### config.mk
export PLATFORM = sky130hd
export DESIGN_NAME = wake_timekeeping_unit
export DESIGN_NICKNAME = d
export VERILOG_FILES = /design/src/wtu_pkg.sv /design/src/mod_counter.sv /design/src/wake_port_cell.sv /design/src/wake_timekeeping_unit.sv
export SDC_FILE = /design/constraint.sdc
export NUM_CORES = 1
export LEC_CHECK = 0
export ABC_CLOCK_PERIOD_IN_PS = 5150
export BUFFER_PORTS_ARGS = -buffer_cell sky130_fd_sc_hd__buf_2
export CAP_MARGIN = 20
export CORE_UTILIZATION = 60
export DETAILED_ROUTE_END_ITERATION = 12
export GPL_TIMING_DRIVEN = 0
export PLACE_DENSITY = 0.82
export RECOVER_POWER = 100
export SLEW_MARGIN = 20
export SYNTH_ARGS = -nofsm -noshare
export SYNTH_HDL_FRONTEND = slang
export SYNTH_SLANG_ARGS = --single-unit
### constraint.sdc
create_clock -name clock_in -period 5.15 [get_ports clock_in]
set_input_delay 1.03 -clock clock_in [delete_from_list [all_inputs] [get_ports clock_in]]
set_output_delay 1.03 -clock clock_in [all_outputs]
set_load 0.05 [all_outputs]
### src/wtu_pkg.sv
// shared constants, fields and types of the wake and timekeeping unit
package wtu_pkg;
	// sub-second stage
	localparam int SS_W = 20;
	localparam logic [19:0] RELOAD_RST = 20'h7A120;
	localparam logic [2:0] XTAL_DIV_LAST = 3'h7;
	localparam logic [1:0] SRC_XTAL = 2'h0;
	localparam logic [1:0] SRC_RC = 2'h2;
	localparam logic [1:0] SRC_RST = 2'h0;
	localparam int OSC_SRC_LSB = 0;
	localparam int OSC_LD_BIT = 3;
	// time of day
	localparam logic [5:0] SEC_MAX = 6'h3B;
	localparam logic [5:0] MIN_MAX = 6'h3B;
	localparam logic [4:0] HR_MAX = 5'h17;
	localparam int TIME_SC_LSB = 0;
	localparam int TIME_MN_LSB = 8;
	localparam int TIME_HR_LSB = 16;
	localparam logic [4:0] TAP_COUNT = 5'h11;
	// register byte offsets
	localparam logic [7:0] OFF_OSC = 8'h00;
	localparam logic [7:0] OFF_RELOAD = 8'h04;
	localparam logic [7:0] OFF_SSCNT = 8'h08;
	localparam logic [7:0] OFF_TIME_SEC = 8'h0C;
	localparam logic [7:0] OFF_TIME_MH = 8'h10;
	localparam logic [7:0] OFF_TSEL = 8'h14;
	localparam logic [7:0] OFF_FLAGS = 8'h18;
	localparam logic [7:0] OFF_MODE0 = 8'h20;
	localparam logic [7:0] OFF_POLL = 8'h34;
	localparam logic [7:0] OFF_WSC = 8'h38;
	// field positions
	localparam int FLAG_RTC_BIT = 15;
	localparam int MODE_LO_LSB = 0;
	localparam int MODE_HI_LSB = 4;
	localparam int POLL_DEL_LSB = 0;
	localparam int POLL_OE_BIT = 6;
	localparam int POLL_ENA_BIT = 7;
	localparam int POLL_PER_LSB = 8;
	localparam int POLL_CLK_LSB = 16;
	localparam int WSC_AST_BIT = 0;
	localparam int WSC_RTC_BIT = 1;
	localparam int WSC_PORT_BIT = 2;
	localparam int WSC_CO_LSB = 4;
	// port trigger field codes
	localparam logic [2:0] MODE_OFF = 3'h0;
	localparam logic [2:0] MODE_RISE = 3'h1;
	localparam logic [2:0] MODE_FALL = 3'h2;
	localparam logic [2:0] MODE_BOTH = 3'h3;
	localparam logic [2:0] MODE_HIGH = 3'h4;
	localparam logic [2:0] MODE_LOW = 3'h5;
	// clock output selection
	localparam logic [1:0] CO_LOW = 2'h0;
	localparam logic [1:0] CO_SECOND = 2'h1;
	localparam logic [1:0] CO_TAP = 2'h2;
	localparam logic [1:0] CO_POLL = 2'h3;

	typedef struct packed {
		logic [4:0] hr;
		logic [5:0] mn;
		logic [5:0] sc;
	} time_s;

	typedef struct packed {
		logic ena;
		logic oe;
		logic [4:0] per;
		logic [4:0] clk;
		logic [4:0] pulse_length_setting;
	} poll_cfg_s;

	typedef enum logic [1:0] {
		P_IDLE = 2'b01,
		P_HIGH = 2'b10
	} poll_state_e;
endpackage

### src/mod_counter.sv
// modulo up counter with carry, one stage of the time-of-day chain
`timescale 1ns/1ps
module mod_counter #(
	parameter int W = 6,
	parameter logic [W-1:0] MAX = 6'h3B
) (
	// clock and reset
	input wire logic clock_in,
	input wire logic sys_rst_in,
	// count and load
	input wire logic tick_in,
	input wire logic load_in,
	input wire logic [W-1:0] load_val_in,
	// state
	output logic [W-1:0] count_out,
	output logic carry_out
);
	logic [W-1:0] count_q, count_d;

	// software load wins over a tick landing in the same cycle
	always_comb begin
		count_d = count_q;
		carry_out = 1'b0;
		if (load_in) begin
			count_d = load_val_in;
		end else if (tick_in) begin
			if (count_q >= MAX) begin
				count_d = '0;
				carry_out = 1'b1;
			end else begin
				count_d = count_q + 1'b1;
			end
		end
	end

	always_ff @(posedge clock_in) begin
		if (sys_rst_in) begin
			count_q <= '0;
		end else begin
			count_q <= count_d;
		end
	end

	assign count_out = count_q;
endmodule

### src/wake_port_cell.sv
// trigger logic and sticky source flag of one wake port
`timescale 1ns/1ps
module wake_port_cell
	import wtu_pkg::*;
(
	// clock and reset
	input wire logic clock_in,
	input wire logic sys_rst_in,
	// configuration and stimulus
	input wire logic [2:0] mode_in,
	input wire logic pin_in,
	input wire logic strobe_in,
	input wire logic clear_in,
	// flag
	output logic flag_out
);
	logic prev_q, prev_d;
	logic hold_q, hold_d;
	logic flag_q, flag_d;
	logic cond;
	logic set;

	// pin is already synchronised by the caller
	always_comb begin
		prev_d = pin_in;
		cond = ((mode_in == MODE_HIGH) && pin_in) || ((mode_in == MODE_LOW) && !pin_in);
		hold_d = cond && (strobe_in || hold_q);
		set = 1'b0;
		case (mode_in)
			MODE_RISE: set = pin_in && !prev_q;
			MODE_FALL: set = !pin_in && prev_q;
			MODE_BOTH: set = pin_in != prev_q;
			MODE_HIGH, MODE_LOW: set = cond && (strobe_in || hold_q);
			default: set = 1'b0;
		endcase
		flag_d = set || (flag_q && !clear_in);
	end

	always_ff @(posedge clock_in) begin
		if (sys_rst_in) begin
			prev_q <= 1'b0;
			hold_q <= 1'b0;
			flag_q <= 1'b0;
		end else begin
			prev_q <= prev_d;
			hold_q <= hold_d;
			flag_q <= flag_d;
		end
	end

	assign flag_out = flag_q;
endmodule

### src/wake_timekeeping_unit.sv
// top of the always-on wake and timekeeping unit with its ahb-lite slave
// Summary of operation
// - unit runs in every operating mode
// - wake request only during low-power modes
// - 20-bit sub-second down counter reloads, clocks seconds
// - count clock is crystal/8 or rc oscillator
// - seconds clock minutes, minutes clock hours, upward
// - reading seconds latches minutes and hours
// - any time bit selects the time event
// - time counters ignore the debug clock halt
// - poll pulse starts on period tick rise
// - delay write loads counter; zero means 32
// - enable gates poll pulse onto its pin
// - pulse fall samples level-mode ports
// - poll period may stretch at reload
// - ten ports, own trigger and flag
// - two port trigger fields per register
// - alternate strobe replaces poll strobe for all
// - level flag held while condition lasts
// - port flags ored into one signal
// - selected internal clock driven to clock pin
//
// Chosen here: the address map and the AHB-Lite interface to the registers.
`timescale 1ns/1ps
module wake_timekeeping_unit #(
	parameter int NPORT = 10
) (
	// clock and reset
	input wire logic clock_in,
	input wire logic sys_rst_in,
	// ahb-lite slave
	input wire logic hsel_in,
	input wire logic [31:0] haddr_in,
	input wire logic [1:0] htrans_in,
	input wire logic hwrite_in,
	input wire logic [2:0] hsize_in,
	input wire logic hready_in,
	input wire logic [31:0] hwdata_in,
	output logic hreadyout_out,
	output logic hresp_out,
	output logic [31:0] hrdata_out,
	// oscillator pins
	input wire logic xtal_clk_in,
	input wire logic rc_clk_in,
	// wake pins
	input wire logic [NPORT-1:0] wake_port_n_in,
	input wire logic alt_strobe_in,
	// system side
	input wire logic low_power_mode_in,
	output logic wake_request_out,
	output logic rtc_event_out,
	output logic port_event_out,
	output logic poll_out_out,
	output logic clock_out_pin_out
);
	import wtu_pkg::*;

	localparam int NS = NPORT + 3;
	localparam int NMODE = (NPORT + 1) / 2;

	logic [NS-1:0] meta_q, sync_q;
	logic [2:0] prev_q;
	logic xtal_rise, rc_rise, alt_fall;
	logic [NPORT-1:0] port_lvl, port_flag;

	// two flops on every pin; only the second is read
	always_ff @(posedge clock_in) begin
		if (sys_rst_in) begin
			meta_q <= '0;
			sync_q <= '0;
			prev_q <= '0;
		end else begin
			meta_q <= {alt_strobe_in, rc_clk_in, xtal_clk_in, wake_port_n_in};
			sync_q <= meta_q;
			prev_q <= sync_q[NS-1:NPORT];
		end
	end

	assign port_lvl = sync_q[NPORT-1:0];
	assign xtal_rise = sync_q[NPORT] && !prev_q[0];
	assign rc_rise = sync_q[NPORT+1] && !prev_q[1];
	assign alt_fall = !sync_q[NPORT+2] && prev_q[2];

	// bus address phase, registered for the write data phase
	logic ap_wr_q, ap_wr_d;
	logic [7:0] ap_addr_q, ap_addr_d;
	logic acc, rd;
	logic wr_osc, wr_reload, wr_time, wr_tsel, wr_flags, wr_poll, wr_wsc;
	logic [NMODE-1:0] wr_mode;
	logic ld_now;

	assign acc = hsel_in && htrans_in[1] && hready_in;
	assign rd = acc && !hwrite_in;
	assign wr_osc = ap_wr_q && ap_addr_q == OFF_OSC;
	assign wr_reload = ap_wr_q && ap_addr_q == OFF_RELOAD;
	assign wr_time = ap_wr_q && ap_addr_q == OFF_TIME_SEC;
	assign wr_tsel = ap_wr_q && ap_addr_q == OFF_TSEL;
	assign wr_flags = ap_wr_q && ap_addr_q == OFF_FLAGS;
	assign wr_poll = ap_wr_q && ap_addr_q == OFF_POLL;
	assign wr_wsc = ap_wr_q && ap_addr_q == OFF_WSC;
	assign ld_now = wr_osc && hwdata_in[OSC_LD_BIT];

	genvar gm;
	generate
		for (gm = 0; gm < NMODE; gm++) begin : g_mdec
			assign wr_mode[gm] = ap_wr_q && ap_addr_q == OFF_MODE0 + 8'(4 * gm);
		end
	endgenerate

	// sub-second stage; no halt input exists, so debug stop cannot reach it
	logic [1:0] src_q, src_d, src_req_q, src_req_d;
	logic [19:0] reload_q, reload_d, ss_q, ss_d;
	logic [2:0] div_q, div_d;
	logic half_q, half_d;
	logic ss_tick, ss_pulse;

	assign ss_tick = (src_q == SRC_XTAL) ? (xtal_rise && div_q == XTAL_DIV_LAST) :
		(src_q == SRC_RC) ? rc_rise : 1'b0;
	assign ss_pulse = ss_tick && ss_q <= 20'h00001 && !ld_now;

	// new source and reload take effect at the next reload unless forced
	always_comb begin
		src_d = src_q;
		src_req_d = src_req_q;
		reload_d = reload_q;
		ss_d = ss_q;
		half_d = half_q;
		div_d = xtal_rise ? div_q + 3'h1 : div_q;
		if (wr_osc) begin
			src_req_d = hwdata_in[OSC_SRC_LSB +: 2];
		end
		if (wr_reload) begin
			reload_d = hwdata_in[SS_W-1:0];
		end
		if (ld_now) begin
			src_d = hwdata_in[OSC_SRC_LSB +: 2];
			ss_d = reload_q;
		end else if (ss_pulse) begin
			ss_d = reload_q;
			src_d = src_req_q;
			half_d = !half_q;
		end else if (ss_tick) begin
			ss_d = ss_q - 20'h00001;
		end
	end

	always_ff @(posedge clock_in) begin
		if (sys_rst_in) begin
			src_q <= SRC_RST;
			src_req_q <= SRC_RST;
			reload_q <= RELOAD_RST;
			ss_q <= RELOAD_RST;
			div_q <= '0;
			half_q <= 1'b0;
		end else begin
			src_q <= src_d;
			src_req_q <= src_req_d;
			reload_q <= reload_d;
			ss_q <= ss_d;
			div_q <= div_d;
			half_q <= half_d;
		end
	end

	// time-of-day chain, counting while the source field selects the crystal or the rc oscillator
	time_s tm;
	logic sec_carry, min_carry;

	mod_counter #(.W(6), .MAX(SEC_MAX)) u_sec (
		.clock_in(clock_in), .sys_rst_in(sys_rst_in),
		.tick_in(ss_pulse), .load_in(wr_time),
		.load_val_in(hwdata_in[TIME_SC_LSB +: 6]),
		.count_out(tm.sc), .carry_out(sec_carry)
	);
	mod_counter #(.W(6), .MAX(MIN_MAX)) u_min (
		.clock_in(clock_in), .sys_rst_in(sys_rst_in),
		.tick_in(sec_carry), .load_in(wr_time),
		.load_val_in(hwdata_in[TIME_MN_LSB +: 6]),
		.count_out(tm.mn), .carry_out(min_carry)
	);
	mod_counter #(.W(5), .MAX(HR_MAX)) u_hr (
		.clock_in(clock_in), .sys_rst_in(sys_rst_in),
		.tick_in(min_carry), .load_in(wr_time),
		.load_val_in(hwdata_in[TIME_HR_LSB +: 5]),
		.count_out(tm.hr), .carry_out()
	);

	// configuration, time event, latch and flags
	logic [4:0] tsel_q, tsel_d;
	poll_cfg_s poll_q, poll_d;
	logic ast_q, ast_d, rtc_en_q, rtc_en_d, port_en_q, port_en_d;
	logic [1:0] co_q, co_d;
	logic [NPORT-1:0][2:0] mode_q, mode_d;
	logic [10:0] latch_q, latch_d;
	logic tap, tap_prev_q, rtc_ev;
	logic rtc_flag_q, rtc_flag_d;

	assign tap = (tsel_q != 5'h00 && tsel_q <= TAP_COUNT) ? tm[tsel_q - 5'h01] : 1'b0;
	assign rtc_ev = tap && !tap_prev_q;

	always_comb begin
		tsel_d = wr_tsel ? hwdata_in[4:0] : tsel_q;
		poll_d = poll_q;
		ast_d = ast_q;
		rtc_en_d = rtc_en_q;
		port_en_d = port_en_q;
		co_d = co_q;
		mode_d = mode_q;
		latch_d = latch_q;
		if (rd && haddr_in[7:0] == OFF_TIME_SEC) begin
			latch_d = {tm.hr, tm.mn};
		end
		if (wr_poll) begin
			poll_d = {hwdata_in[POLL_ENA_BIT], hwdata_in[POLL_OE_BIT],
				hwdata_in[POLL_PER_LSB +: 5], hwdata_in[POLL_CLK_LSB +: 5],
				hwdata_in[POLL_DEL_LSB +: 5]};
		end
		if (wr_wsc) begin
			ast_d = hwdata_in[WSC_AST_BIT];
			rtc_en_d = hwdata_in[WSC_RTC_BIT];
			port_en_d = hwdata_in[WSC_PORT_BIT];
			co_d = hwdata_in[WSC_CO_LSB +: 2];
		end
		for (int k = 0; k < NPORT; k++) begin
			if (wr_mode[k/2]) begin
				mode_d[k] = (k % 2 == 0) ? hwdata_in[MODE_LO_LSB +: 3] :
					hwdata_in[MODE_HI_LSB +: 3];
			end
		end
		// a new event beats a clear in the same cycle
		rtc_flag_d = rtc_ev || (rtc_flag_q && !(wr_flags && hwdata_in[FLAG_RTC_BIT]));
	end

	always_ff @(posedge clock_in) begin
		if (sys_rst_in) begin
			tsel_q <= '0;
			poll_q <= '0;
			ast_q <= 1'b0;
			rtc_en_q <= 1'b0;
			port_en_q <= 1'b0;
			co_q <= CO_LOW;
			mode_q <= '0;
			latch_q <= '0;
			tap_prev_q <= 1'b0;
			rtc_flag_q <= 1'b0;
		end else begin
			tsel_q <= tsel_d;
			poll_q <= poll_d;
			ast_q <= ast_d;
			rtc_en_q <= rtc_en_d;
			port_en_q <= port_en_d;
			co_q <= co_d;
			mode_q <= mode_d;
			latch_q <= latch_d;
			tap_prev_q <= tap;
			rtc_flag_q <= rtc_flag_d;
		end
	end

	// polling pulse; period and length ticks are sub-second taps, hence
	// the period jitters around a reload
	poll_state_e state_q, state_d;
	logic [4:0] dcnt_q, dcnt_d;
	logic per_prev_q, clk_prev_q, per_rise, clk_rise, poll_end, strobe;

	assign per_rise = ss_q[poll_q.per] && !per_prev_q;
	assign clk_rise = ss_q[poll_q.clk] && !clk_prev_q;
	assign poll_end = state_q == P_HIGH && poll_q.ena && clk_rise && dcnt_q == 5'h01;
	assign strobe = ast_q ? alt_fall : poll_end;

	always_comb begin
		state_d = state_q;
		dcnt_d = dcnt_q;
		case (state_q)
			P_IDLE: begin
				if (poll_q.ena && per_rise) begin
					state_d = P_HIGH;
					dcnt_d = poll_q.pulse_length_setting;
				end
			end
			P_HIGH: begin
				if (!poll_q.ena || poll_end) begin
					state_d = P_IDLE;
				end else if (clk_rise) begin
					dcnt_d = dcnt_q - 5'h01;
				end
			end
			default: state_d = P_IDLE;
		endcase
		if (wr_poll) begin
			dcnt_d = hwdata_in[POLL_DEL_LSB +: 5];
		end
	end

	always_ff @(posedge clock_in) begin
		if (sys_rst_in) begin
			state_q <= P_IDLE;
			dcnt_q <= '0;
			per_prev_q <= 1'b0;
			clk_prev_q <= 1'b0;
		end else begin
			state_q <= state_d;
			dcnt_q <= dcnt_d;
			per_prev_q <= ss_q[poll_q.per];
			clk_prev_q <= ss_q[poll_q.clk];
		end
	end

	// wake ports
	genvar gp;
	generate
		for (gp = 0; gp < NPORT; gp++) begin : g_port
			wake_port_cell u_cell (
				.clock_in(clock_in), .sys_rst_in(sys_rst_in),
				.mode_in(mode_q[gp]), .pin_in(port_lvl[gp]),
				.strobe_in(strobe),
				.clear_in(wr_flags && hwdata_in[gp]),
				.flag_out(port_flag[gp])
			);
		end
	endgenerate

	// read mux and registered outputs; reads have no wait state
	logic [31:0] rdata;
	logic wake_q, wake_d, port_any_q, poll_pin_q, cout_q, cout_d;

	always_comb begin
		rdata = '0;
		case (haddr_in[7:0])
			OFF_OSC: rdata[OSC_SRC_LSB +: 2] = src_q;
			OFF_RELOAD: rdata[SS_W-1:0] = reload_q;
			OFF_SSCNT: rdata[SS_W-1:0] = ss_q;
			OFF_TIME_SEC: rdata[TIME_SC_LSB +: 6] = tm.sc;
			OFF_TIME_MH: rdata = {11'h000, latch_q[10:6], 2'h0, latch_q[5:0], 8'h00};
			OFF_TSEL: rdata[4:0] = tsel_q;
			OFF_FLAGS: rdata = {16'h0000, rtc_flag_q, 5'h00, port_flag};
			OFF_POLL: rdata = {11'h000, poll_q.clk, 3'h0, poll_q.per, poll_q.ena,
				poll_q.oe, 1'b0, poll_q.pulse_length_setting};
			OFF_WSC: rdata = {26'h0000000, co_q, 1'b0, port_en_q, rtc_en_q, ast_q};
			default: begin
				for (int m = 0; m < NMODE; m++) begin
					if (haddr_in[7:0] == OFF_MODE0 + 8'(4 * m)) begin
						rdata = {25'h0000000, mode_q[2*m+1], 1'b0, mode_q[2*m]};
					end
				end
			end
		endcase
		wake_d = low_power_mode_in && ((rtc_en_q && rtc_flag_q) ||
			(port_en_q && |port_flag));
		case (co_q)
			CO_SECOND: cout_d = half_q;
			CO_TAP: cout_d = tap;
			CO_POLL: cout_d = state_d == P_HIGH;
			default: cout_d = 1'b0;
		endcase
		ap_wr_d = acc && hwrite_in;
		ap_addr_d = haddr_in[7:0];
	end

	always_ff @(posedge clock_in) begin
		if (sys_rst_in) begin
			ap_wr_q <= 1'b0;
			ap_addr_q <= '0;
			hrdata_out <= '0;
			wake_q <= 1'b0;
			port_any_q <= 1'b0;
			poll_pin_q <= 1'b0;
			cout_q <= 1'b0;
		end else begin
			ap_wr_q <= ap_wr_d;
			ap_addr_q <= ap_addr_d;
			hrdata_out <= rd ? rdata : 32'h00000000;
			wake_q <= wake_d;
			port_any_q <= |port_flag;
			poll_pin_q <= poll_q.ena && poll_q.oe && state_d == P_HIGH;
			cout_q <= cout_d;
		end
	end

	assign hreadyout_out = 1'b1;
	assign hresp_out = 1'b0;
	assign wake_request_out = wake_q;
	assign rtc_event_out = rtc_flag_q;
	assign port_event_out = port_any_q;
	assign poll_out_out = poll_pin_q;
	assign clock_out_pin_out = cout_q;
endmodule

== After elaboration in Yosys (flattened, before gate mapping) ==
Index checks and enable logic that the tools add are counted.
Word-level totals
  register bits: 248
  latch bits: 0
  RAM bits: 0
  bits in read-only memories: 0
  input port bits: 88
  logic and storage cells: 459
  memories: 0
Operators by class
  add/sub/neg operators: 7
  multipliers: 0
  div/mod/pow operators: 0
  $lt $le $gt $ge: 8
  eq/ne operators: 96
  shifts and indexed selects: 0
  muxes and demuxes: 59
  bitwise logic cells: 2
  reductions and logical operators: 211
Operators by type and width (number)
  32-bit 2-to-1 mux: 4
  8-bit by 6-bit == test with 1-bit output, second input constant: 14
  1-bit logical AND: 109
  14-bit case mux with 6 select lines: 1
  3-bit == test, second input constant: 21
  3-bit by 2-bit == test with 1-bit output, second input constant: 20
  20-bit 2-to-1 mux: 3
  1-bit zero test: 41
  8-bit by 5-bit == test with 1-bit output, second input constant: 5
  1-bit case mux with 4 select lines: 10
  6-bit 2-to-1 mux: 6
  12-bit case mux with 3 select lines: 1
  5-bit 2-to-1 mux: 7
  1-bit logical OR: 33
  3-bit by 1-bit == test with 1-bit output, second input constant: 10
  8-bit by 4-bit == test with 1-bit output, second input constant: 3
  3-bit case mux with 8 select lines: 1
  2-bit OR reduction: 12
  20-bit by 1-bit <= comparator with 1-bit output, second input constant: 1
  20-bit by 1-bit subtractor with 20-bit output, second input constant: 1
  5-bit by 6-bit less-than comparator with 1-bit output, second input constant: 3
  2-bit case mux with 9 select lines: 1
  8-bit by 3-bit == test with 1-bit output, second input constant: 2
  8-bit zero test: 2
  other kinds (30): 72

== Longest topological paths before layout ==
  depth in word-level cells: 12
  gate-level depth with buffers: 11

== Cells and area by module ==
Synthesis repeated with hierarchy kept, for this count alone.
Unflattened totals
  cells, all modules: 1329
  area total of the unflattened synthesis: 11666.2 µm²
By module, submodules not included
  wake_timekeeping_unit: times used 1, cells each 1023, area an instance 8938.6 µm², seq. area each 3803.6 µm²
  wake_port_cell: times used 10, cells each 18, area an instance 161.4 µm², seq. area each 60.1 µm²
  mod_counter at u_min ...: times used 2, cells each 42, area an instance 377.9 µm², seq. area each 120.1 µm²
  mod_counter at u_hr: times used 1, cells each 42, area an instance 357.8 µm², seq. area each 100.1 µm²

== Least setup slack after synthesis ==
OpenSTA, ideal clock, no wires.
  kind: input to register
  start: in haddr_in[4]
  end: reg latch_q[1]
  library setup time: 0.128 ns
  arrival time: 2.878 ns
  data required time: 5.022 ns
  setup slack: 2.144 ns
  cell stages on the path: 7
  cells stage by stage: clkbuf_1 -> nor4_1 -> nand2_1 -> nor4_1 -> clkbuf_1 -> mux2i_1 -> nor2_1
Between the ends
  longest elaborated chain between the ends: 2
RTL lines
  start, declared: RTL line wake_timekeeping_unit.sv:33  | input wire logic [31:0] haddr_in,
  8-bit by 4-bit == test with 1-bit output: RTL line wake_timekeeping_unit.sv:210  | if (rd && haddr_in[7:0] == OFF_TIME_SEC) begin
  1-bit logical AND: RTL line wake_timekeeping_unit.sv:210
  end signal, assigned: RTL line wake_timekeeping_unit.sv:254  | latch_q <= latch_d;
  end, declared: RTL line wake_timekeeping_unit.sv:194  | logic [10:0] latch_q, latch_d;
Every way passes these cells.
A chain may end at the register's enable or synchronous reset.

== Worst setup path in the final report ==
  start: reg ss_q[16]
  end: reg u_min.count_q[2] (netlist: u_min.count_out[2])
Between the ends
  longest elaborated chain between the ends: 6
RTL lines
  start, declared: RTL line wake_timekeeping_unit.sv:112  | logic [19:0] reload_q, reload_d, ss_q, ss_d;
  start signal, assigned: RTL line wake_timekeeping_unit.sv:159  | ss_q <= ss_d;
  20-bit by 1-bit <= comparator with 1-bit output: RTL line wake_timekeeping_unit.sv:119  | assign ss_pulse = ss_tick && ss_q <= 20'h00001 && !ld_now;
  1-bit logical AND (2 in a row): RTL line wake_timekeeping_unit.sv:119
  1-bit 2-to-1 mux: RTL line mod_counter.sv:26  | end else if (tick_in) begin
  1-bit 2-to-1 mux: RTL line mod_counter.sv:24  | if (load_in) begin
  2-bit nonzero test (no source line)
  end signal, assigned: RTL line mod_counter.sv:40  | count_q <= count_d;
  end, declared: RTL line mod_counter.sv:18  | logic [W-1:0] count_q, count_d;
Every way passes these cells.

==> results.ini <==
[status]
status=finished, violations left
violations=max-capacitance violations, max-slew violations

[finish]
final_cells=1800
final_common_cell=dfxtp_1
nets=1642
drive_gt1_share_pct=8.51
stdcell_area_sq_mm=0.0132
layout_common_cells=237 x dfxtp_1, 199 x nand2_1, 149 x nor2_1
regArea_sq_mm=0.00474
diodes=0
synthToLayoutAreaGrowth_pct=13.5
multi_input_area_sq_mm=0.00622
fillers=1523

[drt]
routed_wl_um=40900
ant_nets=0
dr_total_vias=11600
viasPerCell=6.42
drc_errors=0
routed_wire_length_per_instance_um=22.7
drt_first_pass_iters=6
drt-initial-drc-count=1651

[placed_design]
preCtsSetupSlack_ns=1.21
place_area_sq_mm=0.0124
dp_hpwl_um=29700
placed_cells=1753
port_buffers=69
gp_congestion=1.02

[logic_synthesis]
synth_area_sq_mm=0.0116
synth_top_family_by_area=simple AND/OR/NAND/NOR gates
synth_area_per_cell_sq_um=8.24
synth-edff-count=0
synth_fa_ha_area_share_pct=3.55
yosys-mux-area-fraction_pct=7.26
ys_types=81
yosysWarnings=0
yosysSeqAreaShare_pct=40.8
async_flop_share_pct=0
synth_compound_area_share_pct=18.3
ys_ff_latch=237
synth_xor_xnor_area_share_pct=1.28
synthCells=1412
yosys.area_share.simple_pct=22.7
synth-main-ff-cell=dfxtp_1

[sta]
worst_pin_slew_ns=1.90
finalWorstSetupSlack_ns=0.848
grt_setup_unrepaired=no
clock_skew_ns=0.0100
fin_crit_sh_pct=83.5
finalSetupTns_ns=0
setup_viol=0
post-route-min-period_ns=4.30
maxSlewHeadroom_pct=-27.9
final_hold_viol_count=0
drv_slew=10
timing.fmax_mhz=232

[global_routing]
grt_pass1_vias=10600
grt_start_max_net_pins=15
track_usage_pct=40.9
grt_antenna_before_repair=0
grt_overflow=0
grt_pass1_wl_um=61700

[floorplan]
dieArea_sq_mm=0.0200
start_util_pct=61.8
die_y_um=141
core_area_sq_mm=0.0188
die_width_um=141
rows=50
ioPinCount=127

[power]
leakagePower_uw=0.00452
powerDensity_mw_per_mm2=308
ir_drop_mv=0.291

[setup_path]
cp.arrival_ns=4.74
crit_fanout=9
startpoint_type=flip-flop
critical_path_class=reg2reg
cp_data_required_time_ns=5.59
crit_path_end_kind=flip-flop

[clock_network]
cts.sinks=237
ctsRootBufferMaster=clkbuf_16
hold_buffers=0
cts.htree.levels=1
numCtsBuffers=26
cts_setup_buffers=0
cts_resized=0
clk_latency_ns=0.54
clock_path_buffers=3
clk_pin_slew_ns=0.06
cts_tree=done

[min_path]
worst_hold_path_type=reg2reg

[flow_run]
cap_violations=2

==> power by group <==
part / internal (uW) / leakage (uW) / switching, uW
Combinational: 51.8 / 0.00215 / 148
Clock: 1200 / 0.000452 / 806
Sequential: 1850 / 0.00192 / 9.52
==> registers in the layout, indices dropped and copies added, names as in the netlist, 3 cells and up <==
register and cells:
tsel_q 5, prev_q 3, meta_q 13, hrdata_out 21
u_hr.count_out 5, g_port.u_cell.flag_out 10, poll_q 17, g_port.u_cell.hold_q 10
div_q 3, u_min.count_out 6, ss_q 20, u_sec.count_out 6
sync_q 13, dcnt_q 5, latch_q 11, mode_q 30
g_port.u_cell.prev_q 10, ap_addr_q 8, reload_q 20
==> layout make-up <==
| type | count | area share (%) |
|---|---|---|
| Buffer | 112 | 3.70 |
| Clock buffer | 31 | 5.44 |
| Clock inverter | 16 | 1.56 |
| Inverter | 52 | 1.48 |
| Multi-Input combinational cell | 1022 | 47.1 |
| Sequential cell | 237 | 35.9 |
| Tap cell | 260 | 2.46 |
| Timing Repair Buffer | 70 | 2.39 |
==> metal layers <==
metal,global-route usage [%],share of wire [%],vias up
met5,0,0,-
met4,14.1,4.1,0
met3,10.8,14,154
met2,61.9,42,813
met1,56.3,39,5396
li1,-,-,5197
==> per-stage QoR <==
| stage | util [%] | hold WS (ns) | total power (uW) |
|---|---|---|---|
| 2_1_floorplan | - | 0.414 | 2010 |
| 3_3_place_gp | 65.6 | 0.417 | 2090 |
| 5_1_grt | 70.2 | 0.464 | 4150 |
| 3_5_place_dp | 65.7 | 0.424 | 2090 |
| 6_report | 70.2 | 0.428 | 4070 |
| 4_1_cts | 70.6 | 0.432 | 4060 |
==> final timing paths <==
kind	end	depth (start not counted)	start	slack, ns
worst max-delay path	u_min.count_out[2]	7	ss_q[16]	0.85
worst min register to register	sync_q[11]	1	meta_q[11]	0.43
worst max register to register	u_min.count_out[2]	7	ss_q[16]	0.85
worst min-delay path	sync_q[11]	1	meta_q[11]	0.43
==> worst max-delay path, stage by stage (launching register included) <==
cell	delay [ns]
dfxtp_1	0.30
clkbuf_1	0.21
nor4_1	0.71
o2111ai_1	0.35
nor4_1	1.50
nand2_1	0.28
or4b_1	0.55
a311oi_1	0.30
==> synth_stat cells (33+ instances only) <==
cell | number | share of area [%]
nor2b_1 | 48 | 2.6
nand3_1 | 51 | 2.2
o21ai_0 | 55 | 2.4
inv_1 | 52 | 1.7
mux2i_1 | 51 | 4.4
nand2_1 | 199 | 6.4
nor2_1 | 149 | 4.8
a21oi_1 | 125 | 5.4
nor3_1 | 33 | 1.4
clkbuf_1 | 81 | 2.6
dfxtp_1 | 237 | 41
ha_1 | 33 | 3.5
==> kinds of logic after synthesis <==
family / after synthesis
buffers and inverters: 164
xor gates and xnor gates: 17
and+or+nand+nor: 564
muxes: 68
other: 2
AOI/OAI and AO/OA: 327
DFF: 237
adders and majority gates: 33
Power figures use the tool's default switching activity.
